### src/include/rtw_pkg.sv
package rtw_pkg;
  localparam logic [3:0]  REG_TRIM_ADDR   = 4'h7;
  localparam logic [3:0]  REG_WMIN_ADDR   = 4'h8;
  localparam logic [3:0]  REG_WHOUR_ADDR  = 4'h9;
  localparam logic [3:0]  REG_WDAY_ADDR   = 4'hA;
  localparam int          TRIM_DEV_BIT    = 7;
  localparam int          TRIM_SIGN_BIT   = 6;
  localparam int          TRIM_MAG_W      = 6;
  localparam int          WMIN_W          = 7;
  localparam int          WHOUR_W         = 6;
  localparam int          WDAY_W          = 7;
  localparam logic [7:0]  TRIM_RESET      = 8'h00;
  localparam logic [15:0] BASE_COUNT      = 16'h8000;
  localparam logic [6:0]  SEC_POINT0      = 7'h00;
  localparam logic [6:0]  SEC_POINT1      = 7'h20;
  localparam logic [6:0]  SEC_POINT2      = 7'h40;
  localparam int          CLK_MHZ         = 125;
  localparam int          WALARM_DELAY_NS = 31000;
  localparam int          WALARM_DELAY_CYC = WALARM_DELAY_NS * CLK_MHZ / 1000;

  typedef struct packed {
    logic [6:0] second;
    logic [6:0] minute;
    logic [5:0] hour;
    logic [2:0] weekday;
  } rtw_time_s;
endpackage

### src/logic/rtw_trim_div.sv
`timescale 1ns/1ns
`default_nettype none
module rtw_trim_div #(
  parameter logic [15:0] SEC_COUNT = rtw_pkg::BASE_COUNT
) (
  input  wire logic       clk_i,
  input  wire logic       reset_n_i,
  input  wire logic       osc_rise_i,
  input  wire logic [7:0] trim_i,
  input  wire logic       trim_wr_i,
  input  wire logic [6:0] second_i,
  output logic            sec_tick_o
);
  import rtw_pkg::*;

  logic [15:0] cnt_ff;
  logic        wr_seen_ff;
  logic        tick_ff;
  logic        is_point;
  logic        mag_zero;
  logic        apply;
  logic        tick_end;
  logic [5:0]  mag;
  logic [5:0]  mag_inv;
  logic [15:0] nxt_len;

  assign mag      = trim_i[TRIM_MAG_W-1:0];
  // kept at six bits so a widening cast cannot invert the padding
  assign mag_inv  = ~mag;
  assign mag_zero = (mag[TRIM_MAG_W-1:1] == 5'h00);
  assign is_point = (second_i == SEC_POINT0) |
                    (!trim_i[TRIM_DEV_BIT] &
                     ((second_i == SEC_POINT1) |
                      (second_i == SEC_POINT2)));
  assign apply    = is_point & !mag_zero & !wr_seen_ff & !trim_wr_i;

  always_comb begin
    nxt_len = SEC_COUNT;
    if (apply) begin
      if (trim_i[TRIM_SIGN_BIT]) begin
        nxt_len = SEC_COUNT - {8'h00, {1'b0, ~mag} + 7'h01, 1'b0};
      end else begin
        nxt_len = SEC_COUNT + {9'h000, mag - 6'h01, 1'b0};
      end
    end
  end

  // >= so a mid-second trim rewrite can never leave the count stranded
  assign tick_end = osc_rise_i & (cnt_ff >= nxt_len - 16'h0001);

  always_ff @(posedge clk_i or negedge reset_n_i) begin
    if (!reset_n_i) begin
      cnt_ff <= 16'h0000;
    end else if (tick_end) begin
      cnt_ff <= 16'h0000;
    end else if (osc_rise_i) begin
      cnt_ff <= cnt_ff + 16'h0001;
    end
  end

  // a write in the tick cycle wins and protects the following second
  always_ff @(posedge clk_i or negedge reset_n_i) begin
    if (!reset_n_i) begin
      wr_seen_ff <= 1'b0;
    end else if (trim_wr_i) begin
      wr_seen_ff <= 1'b1;
    end else if (tick_end) begin
      wr_seen_ff <= 1'b0;
    end
  end

  always_ff @(posedge clk_i or negedge reset_n_i) begin
    if (!reset_n_i) begin
      tick_ff <= 1'b0;
    end else begin
      tick_ff <= tick_end;
    end
  end

  assign sec_tick_o = tick_ff;

  property p_nopoint_base;
    @(posedge clk_i) disable iff (!reset_n_i)
      tick_end && !is_point |-> cnt_ff == SEC_COUNT - 16'h0001;
  endproperty
  a_nopoint_base: assert property (p_nopoint_base)
    else $error("non-correction second not 32768 counts");

  property p_zero_mag;
    @(posedge clk_i) disable iff (!reset_n_i)
      tick_end && mag_zero && !wr_seen_ff |-> cnt_ff == SEC_COUNT - 16'h0001;
  endproperty
  a_zero_mag: assert property (p_zero_mag)
    else $error("zero magnitude altered the second");

  property p_lengthen;
    @(posedge clk_i) disable iff (!reset_n_i)
      tick_end && apply && !trim_i[TRIM_SIGN_BIT] |->
        32'(cnt_ff) == 32'(SEC_COUNT) - 1 + 2 * (32'(mag) - 1);
  endproperty
  a_lengthen: assert property (p_lengthen)
    else $error("lengthened second has wrong count");

  property p_shorten;
    @(posedge clk_i) disable iff (!reset_n_i)
      tick_end && apply && trim_i[TRIM_SIGN_BIT] |->
        32'(cnt_ff) == 32'(SEC_COUNT) - 1 - 2 * (32'(mag_inv) + 1);
  endproperty
  a_shorten: assert property (p_shorten)
    else $error("shortened second has wrong count");

  property p_skip_write;
    @(posedge clk_i) disable iff (!reset_n_i)
      tick_end && wr_seen_ff |-> cnt_ff >= SEC_COUNT - 16'h0001;
  endproperty
  a_skip_write: assert property (p_skip_write)
    else $error("second shortened despite trim write");
endmodule
`default_nettype wire

### src/logic/rtw_top.sv
`timescale 1ns/1ns
`default_nettype none
// the oscillator counts per untrimmed second; a bench may shorten it
module rtw_top #(
  parameter logic [15:0] SEC_COUNT = rtw_pkg::BASE_COUNT
) (
  input  wire logic              clk_i,
  input  wire logic              reset_n_i,
  input  wire logic              osc_32k_i,
  input  wire logic              power_on_flag_i,
  input  wire logic              walarm_enable_i,
  input  wire rtw_pkg::rtw_time_s time_i,
  input  wire logic              minute_roll_i,
  input  wire logic [3:0]        reg_addr_i,
  input  wire logic              reg_we_i,
  input  wire logic [7:0]        reg_wdata_i,
  input  wire logic              flag_wr_i,
  input  wire logic              flag_wdata_i,
  output logic [7:0]             reg_rdata_o,
  output logic                   sec_tick_o,
  output logic                   clk32k_o,
  output logic                   walarm_flag_o
);
  import rtw_pkg::*;

  localparam int DLY_W = 12;
  localparam logic [DLY_W-1:0] DLY_LAST = DLY_W'(WALARM_DELAY_CYC - 1);

  logic               osc_s1_ff;
  logic               osc_s2_ff;
  logic               osc_s3_ff;
  logic               osc_rise;
  logic               pon_d_ff;
  logic               pon_rise;
  logic               trim_wr;
  logic [7:0]         trim_ff;
  logic [WMIN_W-1:0]  wmin_ff;
  logic [WHOUR_W-1:0] whour_ff;
  logic [WDAY_W-1:0]  wday_ff;
  logic [7:0]         rdata_ff;
  logic [7:0]         day_ext;
  logic               match;
  logic               start;
  logic               dly_busy_ff;
  logic [DLY_W-1:0]   dly_cnt_ff;
  logic               flag_set;
  logic               flag_ff;
  logic [DLY_W-1:0]   gap_ff;

  // oscillator pin crosses into clk_i; the second and third stages are read
  always_ff @(posedge clk_i or negedge reset_n_i) begin
    if (!reset_n_i) begin
      osc_s1_ff <= 1'b0;
      osc_s2_ff <= 1'b0;
      osc_s3_ff <= 1'b0;
    end else begin
      osc_s1_ff <= osc_32k_i;
      osc_s2_ff <= osc_s1_ff;
      osc_s3_ff <= osc_s2_ff;
    end
  end

  assign osc_rise = osc_s2_ff & ~osc_s3_ff;
  // clock output taps the oscillator ahead of the trimmer
  assign clk32k_o = osc_s2_ff;

  always_ff @(posedge clk_i or negedge reset_n_i) begin
    if (!reset_n_i) begin
      pon_d_ff <= 1'b0;
    end else begin
      pon_d_ff <= power_on_flag_i;
    end
  end

  assign pon_rise = power_on_flag_i & ~pon_d_ff;
  assign trim_wr  = reg_we_i & (reg_addr_i == REG_TRIM_ADDR);

  // power-on clear outranks a write landing in the same cycle
  always_ff @(posedge clk_i or negedge reset_n_i) begin
    if (!reset_n_i) begin
      trim_ff <= TRIM_RESET;
    end else if (pon_rise) begin
      trim_ff <= TRIM_RESET;
    end else if (trim_wr) begin
      trim_ff <= reg_wdata_i;
    end
  end

  // alarm registers have no power-on value for software; zeroed on reset
  always_ff @(posedge clk_i or negedge reset_n_i) begin
    if (!reset_n_i) begin
      wmin_ff  <= '0;
      whour_ff <= '0;
      wday_ff  <= '0;
    end else if (reg_we_i) begin
      if (reg_addr_i == REG_WMIN_ADDR) begin
        wmin_ff <= reg_wdata_i[WMIN_W-1:0];
      end else if (reg_addr_i == REG_WHOUR_ADDR) begin
        whour_ff <= reg_wdata_i[WHOUR_W-1:0];
      end else if (reg_addr_i == REG_WDAY_ADDR) begin
        wday_ff <= reg_wdata_i[WDAY_W-1:0];
      end
    end
  end

  always_ff @(posedge clk_i or negedge reset_n_i) begin
    if (!reset_n_i) begin
      rdata_ff <= 8'h00;
    end else if (reg_addr_i == REG_TRIM_ADDR) begin
      rdata_ff <= trim_ff;
    end else if (reg_addr_i == REG_WMIN_ADDR) begin
      rdata_ff <= {1'b0, wmin_ff};
    end else if (reg_addr_i == REG_WHOUR_ADDR) begin
      rdata_ff <= {2'b00, whour_ff};
    end else if (reg_addr_i == REG_WDAY_ADDR) begin
      rdata_ff <= {1'b0, wday_ff};
    end else begin
      rdata_ff <= 8'h00;
    end
  end

  assign reg_rdata_o = rdata_ff;

  // plain code equality keeps 12 as midnight and 32 as noon in 12-hour mode
  assign day_ext = {1'b0, wday_ff};
  assign match   = (time_i.minute == wmin_ff) &
                   (time_i.hour == whour_ff) &
                   day_ext[time_i.weekday];
  // values are taken in the rollover cycle itself, one event per minute
  assign start   = minute_roll_i & walarm_enable_i & match;

  always_ff @(posedge clk_i or negedge reset_n_i) begin
    if (!reset_n_i) begin
      dly_busy_ff <= 1'b0;
      dly_cnt_ff  <= '0;
    end else if (start) begin
      dly_busy_ff <= 1'b1;
      dly_cnt_ff  <= '0;
    end else if (dly_busy_ff) begin
      if (dly_cnt_ff == DLY_LAST) begin
        dly_busy_ff <= 1'b0;
      end else begin
        dly_cnt_ff <= dly_cnt_ff + 1'b1;
      end
    end
  end

  assign flag_set = dly_busy_ff & (dly_cnt_ff == DLY_LAST);

  // set beats a clear written in the same cycle
  always_ff @(posedge clk_i or negedge reset_n_i) begin
    if (!reset_n_i) begin
      flag_ff <= 1'b0;
    end else if (flag_set) begin
      flag_ff <= 1'b1;
    end else if (flag_wr_i && !flag_wdata_i) begin
      flag_ff <= 1'b0;
    end
  end

  // flag reads 0 while the alarm is disabled
  assign walarm_flag_o = flag_ff & walarm_enable_i;

  rtw_trim_div #(
    .SEC_COUNT (SEC_COUNT)
  ) u_trim_div (
    .clk_i      (clk_i),
    .reset_n_i  (reset_n_i),
    .osc_rise_i (osc_rise),
    .trim_i     (trim_ff),
    .trim_wr_i  (trim_wr),
    .second_i   (time_i.second),
    .sec_tick_o (sec_tick_o)
  );

  // helper for the delay check: cycles since the last alarm match
  always_ff @(posedge clk_i or negedge reset_n_i) begin
    if (!reset_n_i) begin
      gap_ff <= '0;
    end else if (start) begin
      gap_ff <= '0;
    end else if (gap_ff != '1) begin
      gap_ff <= gap_ff + 1'b1;
    end
  end

  property p_trim_por;
    @(posedge clk_i) disable iff (!reset_n_i)
      pon_rise |=> trim_ff == 8'h00;
  endproperty
  a_trim_por: assert property (p_trim_por)
    else $error("trim not cleared by power-on flag");

  property p_flag_delay;
    @(posedge clk_i) disable iff (!reset_n_i)
      flag_set |-> gap_ff == 12'(WALARM_DELAY_CYC - 1);
  endproperty
  a_flag_delay: assert property (p_flag_delay)
    else $error("alarm flag set at wrong delay after match");

  property p_no_early_flag;
    @(posedge clk_i) disable iff (!reset_n_i)
      start |=> !flag_set [*8];
  endproperty
  a_no_early_flag: assert property (p_no_early_flag)
    else $error("alarm flag set too early");

  property p_mask_zero;
    @(posedge clk_i) disable iff (!reset_n_i)
      minute_roll_i && wday_ff == 7'h00 && !dly_busy_ff |=> !dly_busy_ff;
  endproperty
  a_mask_zero: assert property (p_mask_zero)
    else $error("match raised with empty day mask");

  property p_write_one;
    @(posedge clk_i) disable iff (!reset_n_i)
      !flag_ff && !flag_set && flag_wr_i && flag_wdata_i |=> !flag_ff;
  endproperty
  a_write_one: assert property (p_write_one)
    else $error("writing 1 set the alarm flag");

  property p_write_zero;
    @(posedge clk_i) disable iff (!reset_n_i)
      flag_wr_i && !flag_wdata_i && !flag_set |=> !flag_ff;
  endproperty
  a_write_zero: assert property (p_write_zero)
    else $error("writing 0 did not clear the alarm flag");

  property p_unused_bits;
    @(posedge clk_i) disable iff (!reset_n_i)
      $past(reg_addr_i) == REG_WHOUR_ADDR |-> reg_rdata_o[7:6] == 2'b00;
  endproperty
  a_unused_bits: assert property (p_unused_bits)
    else $error("unused alarm hour bits read nonzero");
endmodule
`default_nettype wire

### config.mk
export PLATFORM = sky130hd
export DESIGN_NAME = rtw_top
export DESIGN_NICKNAME = d
export VERILOG_FILES = /design/src/include/rtw_pkg.sv /design/src/logic/rtw_trim_div.sv /design/src/logic/rtw_top.sv
export SDC_FILE = /design/constraint.sdc
export NUM_CORES = 1
export LEC_CHECK = 0
export ABC_AREA = 1
export CORE_UTILIZATION = 64
export CTS_CLUSTER_SIZE = 28
export DETAILED_ROUTE_END_ITERATION = 6
export DONT_BUFFER_PORTS = 1
export GPL_TIMING_DRIVEN = 0
export PLACE_DENSITY = 0.86
export SLEW_MARGIN = 40
export SYNTH_ARGS = -nofsm -noshare
export SYNTH_HDL_FRONTEND = slang
export SYNTH_SLANG_ARGS = --single-unit
### constraint.sdc
create_clock -name clk_i -period 4.5 [get_ports clk_i]
set_input_delay 0.9 -clock clk_i [delete_from_list [all_inputs] [get_ports clk_i]]
set_output_delay 0.9 -clock clk_i [all_outputs]
set_load 0.005 [all_outputs]
* Word-level counts from Yosys, hierarchy flattened
Cells that the tools add are included.
** Word-level totals
- Register bits :: 72
- Input port bits :: 44
- Output and inout port bits :: 11
- Word-level logic and storage cells :: 94
** Cells by class
- Add/sub/neg operators :: 7
- Order comparisons :: 2
- Equal/unequal tests :: 10
- Muxes and demuxes :: 22
- Bitwise logic cells :: 21
- Reductions and logical operators :: 17
** Operator list (number)
- 16-bit two-way mux :: 4
- 12-bit two-way mux :: 3
- 8-bit two-way mux :: 3
- 7-bit two-way mux :: 3
- 16-bit by 1-bit adder with 16-bit output, second input constant :: 1
- 16-bit by 7-bit adder with 16-bit output, first input constant :: 1
- 16-bit greater-or-equal comparator :: 1
- 16-bit by 1-bit subtractor with 16-bit output, second input constant :: 1
- 16-bit by 8-bit subtractor with 16-bit output, first input constant :: 1
- 1-bit AND :: 14
- 12-bit by 1-bit adder with 12-bit output, second input constant :: 1
- 12-bit == test, second input constant :: 1
- 4-bit == test, second input constant :: 3
- 2-bit nonzero test :: 5
- 1-bit two-way mux :: 8
- 6-bit by 1-bit adder with 7-bit output, second input constant :: 1
- 7-bit by 6-bit == test with 1-bit output, second input constant :: 1
- 7-bit == test :: 1
- 7-bit == test, second input constant :: 1
- 7-bit logical NOT :: 1
- 6-bit == test :: 1
- 6-bit inverter :: 1
- 6-bit by 1-bit subtractor with 6-bit output, second input constant :: 1
- 1-bit logical NOT :: 5
- other kinds (11) :: 16

* Logic depth before layout (Yosys ltp)
- Depth in word-level cells :: 13
- Gate-level depth with buffers :: 26
- Mapped depth without buffers :: 25

* By module
Synthesis repeated with hierarchy kept, for this count alone.
** Unflattened totals
- Cell total of the unflattened synthesis :: 701
- Area total of the unflattened synthesis :: 4850.9 µm²
** Modules (own cells, without submodules)
- rtw_top :: instances 1, cells an instance 393, area an instance 2875.3 µm², sequential area each 1351.3 µm²
- rtw_trim_div :: instances 1, cells an instance 308, area an instance 1975.6 µm², sequential area each 450.4 µm²

* Worst setup path after synthesis
No wires, ideal clock.
- Path type :: input -> register
- From :: input time_i[17] in the netlist's numbering
- To :: register u_trim_div.cnt_ff[10]
- Setup time :: 0.121 ns
- Arrival :: 3.182 ns
- Required time :: 4.379 ns
- Slack :: 1.197 ns
- Cell stages on the path :: 22
- Buffers on the path :: 1
- Cell sequence :: nor2_1 > nand2_1 > nor2_1 > nand2_1 > nor2_8 > nand2_1 > ha_1 > nand3_4 > nor2_4 > nand3b_1 > nand2_1 > ha_1 > nand2_1 > inv_1 > nand3_1 > nor3_1 > nand2_1 > nand2_1 > nand2_1 > inv_1 > buf_2 > nor2_1
** Between the ends
- Longest elaborated chain between the ends :: 12
- Elaborated cells between the ends (all ways) :: 15
- Those cells by class :: add/sub (1); order compare (1); eq/ne (2); mux (2); bitwise (7); reduce/logical (2)
** Ends and longest elaborated chain
- start: declaration :: line rtw_top.sv:12 : input wire rtw_pkg::rtw_time_s time_i,
- 7-bit by 6-bit == test with 1-bit output / 7-bit == test (equally long branches) :: line rtw_trim_div.sv:33, rtw_trim_div.sv:34
- 1-bit OR :: line rtw_trim_div.sv:33 : ((second_i == SEC_POINT1) |
- 1-bit AND :: line rtw_trim_div.sv:32 : (!trim_i[TRIM_DEV_BIT] &
- 1-bit OR * :: line rtw_trim_div.sv:31 : assign is_point = (second_i == SEC_POINT0) |
- 1-bit AND * (3 in series) :: line rtw_trim_div.sv:35 : assign apply = is_point & !mag_zero & !wr_seen_ff & !trim_wr_i;
- 16-bit two-way mux * :: line rtw_trim_div.sv:39 : if (apply) begin
- 16-bit by 1-bit subtractor with 16-bit output * :: line rtw_trim_div.sv:49 : assign tick_end = osc_rise_i & (cnt_ff >= nxt_len - 16'h0001);
- 16-bit greater-or-equal comparator * :: line rtw_trim_div.sv:49
- 1-bit AND * :: line rtw_trim_div.sv:49
- named net u_trim_div.tick_end :: line rtw_trim_div.sv:22 : logic tick_end;
- 16-bit two-way mux / 2-bit nonzero test (equally long branches)
- end signal: assignment :: line rtw_trim_div.sv:57 : cnt_ff <= cnt_ff + 16'h0001;
- end: declaration :: line rtw_trim_div.sv:16 : logic [15:0] cnt_ff;
Mark *: on every way through the listed nets, which the timed path passes. The rest lies on a longest branch.
A chain may end at the register's enable or synchronous reset.

* Worst setup path after layout
- From :: register trim_ff[0]
- To :: register u_trim_div.cnt_ff[13]
** Between the ends
- Longest elaborated chain between the ends :: 9
- Elaborated cells between the ends (all ways) :: 12
- Those cells by class :: add/sub (5); order compare (1); mux (3); bitwise (2); reduce/logical (1)
** Ends and longest elaborated chain
- start: declaration :: line rtw_top.sv:36 : logic [7:0] trim_ff;
- start signal: assignment :: line rtw_top.sv:85 : trim_ff <= reg_wdata_i;
- 6-bit inverter :: line rtw_trim_div.sv:41 : nxt_len = SEC_COUNT - {8'h00, {1'b0, ~mag} + 7'h01, 1'b0};
- 6-bit by 1-bit adder with 7-bit output :: line rtw_trim_div.sv:41
- 16-bit by 8-bit subtractor with 16-bit output :: line rtw_trim_div.sv:41
- 16-bit two-way mux * :: line rtw_trim_div.sv:40 : if (trim_i[TRIM_SIGN_BIT]) begin
- 16-bit two-way mux * :: line rtw_trim_div.sv:39
- 16-bit by 1-bit subtractor with 16-bit output * :: line rtw_trim_div.sv:49
- 16-bit greater-or-equal comparator * :: line rtw_trim_div.sv:49
- 1-bit AND * :: line rtw_trim_div.sv:49
- named net u_trim_div.tick_end :: line rtw_trim_div.sv:22
- 16-bit two-way mux / 2-bit nonzero test (equally long branches)
Marks and branches as above.

==> impl_results.md <==
- Final net count: 713
- Placed cell count: 732
- Main combinational cell family by area after synthesis: simple AND/OR/NAND/NOR gates
- Num ports: 55
- Avg Vias per Cell: 5.60
- Number of synthesized register bits: 72
- Synth Area in Compound Gates: 9.70%
- Core area: 0.00698 mm^2
- Hold Violations, Final: 0
- Initial DRC count: 189
- Cell Area, Synth: 0.00473 mm^2
- CTS clk-pin slew, worst paths: 0.08 ns
- Largest cells by area after synthesis: dfrtp_1, nand2_1, inv_1, nor2_1, ha_1
- Avg WL per Cell: 13.9 um
- Layout area overhead: 6.80%
- Synth area leader: dfrtp_1
- Most used DFF post-synth: dfrtp_1
- Slew HR: 73.5%
- Largest stage delay, worst path: 0.42 ns
- Vias in the first global route: 4128
- Clk sink count: 72
- Count leader, synth: nand2_1
- Post-Route WL: 10400 um
- DP HPWL: 8020 um
- Syn Inst Count: 636
- Total negative slack: 0 ns
- Setup Crit Path Kind: register to register
- Peak supply drop: 0.211 mV
- Yosys top cell area share: 38.1%
- Share of cells above drive strength 1: 10.3%
- Worst Path Required: 4.74 ns
- Post-route ant nets: 0
- Clk buf depth: 2
- CP Max Fanout: 10
- Syn avg cell area: 7.44 um^2
- Die area: 0.00774 mm^2
- CP Capture Type: register
- Ys Warns: 0
- Residual DRC count: 0
- GPL Wtd Cong: 0.910
- Seq/Total Area, Yosys: 38.1%
- # diodes: 0
- Die Ht: 88.0 um
- EDFF count, synth: 0
- CTS H-tree depth: 3
- Total gr overflow: 0
- Outcome: complete, no violations
- Critical Path AT: 4.08 ns
- Syn_nets: 702
- Initial antenna violation count: 0
- First-pass GRT wire length: 17800 um
- Drt first pass iters: 4
- Slowest CP cell: dfrtp_1
- Non-Filler Instances: 748
- CTS resizes: 0
- Slew at the pin closest to its max-slew limit: 0.398 ns
- Synth Area in XOR/XNOR: 2.96%
- Hold crit path type: input port to asynchronous set/reset pin
- Final Setup Violations: 0
- RSZ-0062 raised after global routing: no
- TritonCTS clock tree: built
- IO Port Bufs: 0
- Die X: 88.0 um
- Worst-Skew Late Latency: 0.35 ns
- Slew Viols, Final: 0
- Final Critical Period: 3.84 ns
- Fin crit share: 85.4%
- Post-CTS setup buffers: 0
- Synth Area in Adders: 5.82%
- Leakage: 2.68 nW
- CP dominant cell by count: nand2_1
- Largest net degree at the start of global routing: 73
- Ys async rst share: 100%
- Max Fclk: 260 MHz
- Initial core utilization: 67.8%
- Fraction of synthesized area in multiplexers: 0%
- Synth unique cells: 41
- TritonCTS Buffers: 9
- Final Skew: 0.0128 ns
- Max-cap violation count: 0
- Most frequent cells after synthesis: nand2_1, inv_1, nor2_1, dfrtp_1, o21ai_0
- Worst Setup Start Kind: register
- Pwr dens: 347 mW/mm^2
- Post-CTS Hold Buffers: 0
- Via count: 4189
- Clock Tree Root: clkbuf_8
- Area share of and/or/nand/nor cells after synthesis: 35.7%
- Total track usage: 29.7%
- Num rows: 30
## power by group
group / leakage (nW) / switching (mW) / internal (mW) / total (mW)
Clock: 0.106 / 0.266 / 0.263 / 0.529
Combinational: 1.65 / 0.226 / 0.139 / 0.365
Sequential: 0.930 / 0.114 / 0.746 / 0.860
## final cells by class
type / count / area (um^2)
multi-input cells: 470 / 2560
fillers: 545 / 1930
flip-flops and latches: 72 / 1800
inverters: 89 / 334
clock buffers: 9 / 124
well taps: 96 / 120
clock inverters: 7 / 77.6
plain buffers: 5 / 31.3
## routing by layer
layer | wire, um | vias up | GRT usage [%]
li1 | - | 2086 | -
met1 | 4360 | 1947 | 34.1
met2 | 5280 | 134 | 54.7
met3 | 572 | 22 | 6.41
met4 | 203 | 0 | 9.54
met5 | 0 | - | 0
## metrics by stage
stage               total power [mW]  setup slack (ns)  area [um^2]  hold slack (ns)  utilization (%)
global route                    1.86             0.208         5050            0.217             72.4
global placement                1.20             0.806         4850            0.332             69.5
CTS                             1.76             0.627         5050            0.220             72.4
detailed placement              1.23             0.630         4850            0.353             69.5
finish                          1.75             0.658         5050            0.236             72.4
floorplan                       1.13              1.20         4730            0.331                -
## layout by cell type, fill, tap and decap left out, types with 3 or more instances in the layout
cell type and count:
nand2_1 168, inv_1 85, nor2_1 84, dfrtp_1 72, o21ai_0 32, nand3_1 25
nand4_1 23, ha_1 22, a21oi_1 14, nand2_2 11, clkbuf_8 10, xor2_1 9
nor3_1 8, o22ai_1 8, nand3_2 7, xnor2_1 7, nor2_2 6, o2111ai_1 6
inv_2 4, nor2_4 4, nand3b_1 4, o21bai_1 4, or2_2 4, nor3_4 3
## critical path: cells and delay by family (launching register included)
kind / cells / cell delay [ns]
buffers and inverters: 5 / 0.79
and+or+nand+nor: 18 / 1.68
adders and majority gates: 3 / 0.85
DFF: 1 / 0.42
## state kept, by name (all words and copies together), names as in the netlist, 6 cells and up
signal and count:
u_trim_div.cnt_ff 16, dly_cnt_ff 12, reg_rdata_o 8, trim_ff 8, wday_ff 7, wmin_ff 7
whour_ff 6
## cells by family (layout without fill, tap and decap cells)
kind of cell	Yosys count	after routing
buffers and inverters	94	110
DFF	72	72
adders and majority gates	22	22
AOI/OAI and AO/OA	75	75
and+or+nand+nor	357	357
xor gates and xnor gates	16	16
## path summary, 6_finish.rpt
path / from / to / slack, ns / depth (start not counted)
worst min-delay path: reset_n_i / trim_ff[7] / 0.24 / 0
max in group asynchronous: reset_n_i / trim_ff[0] / 4.16 / 0
min in group clk_i: osc_s1_ff / clk32k_o / 0.37 / 0
worst max register to register: trim_ff[0] / u_trim_div.cnt_ff[13] / 0.66 / 26
worst max-delay path: trim_ff[0] / u_trim_div.cnt_ff[13] / 0.66 / 26
worst min register to register: osc_s1_ff / clk32k_o / 0.37 / 0
No activity file was read; power rests on OpenSTA's default activity.
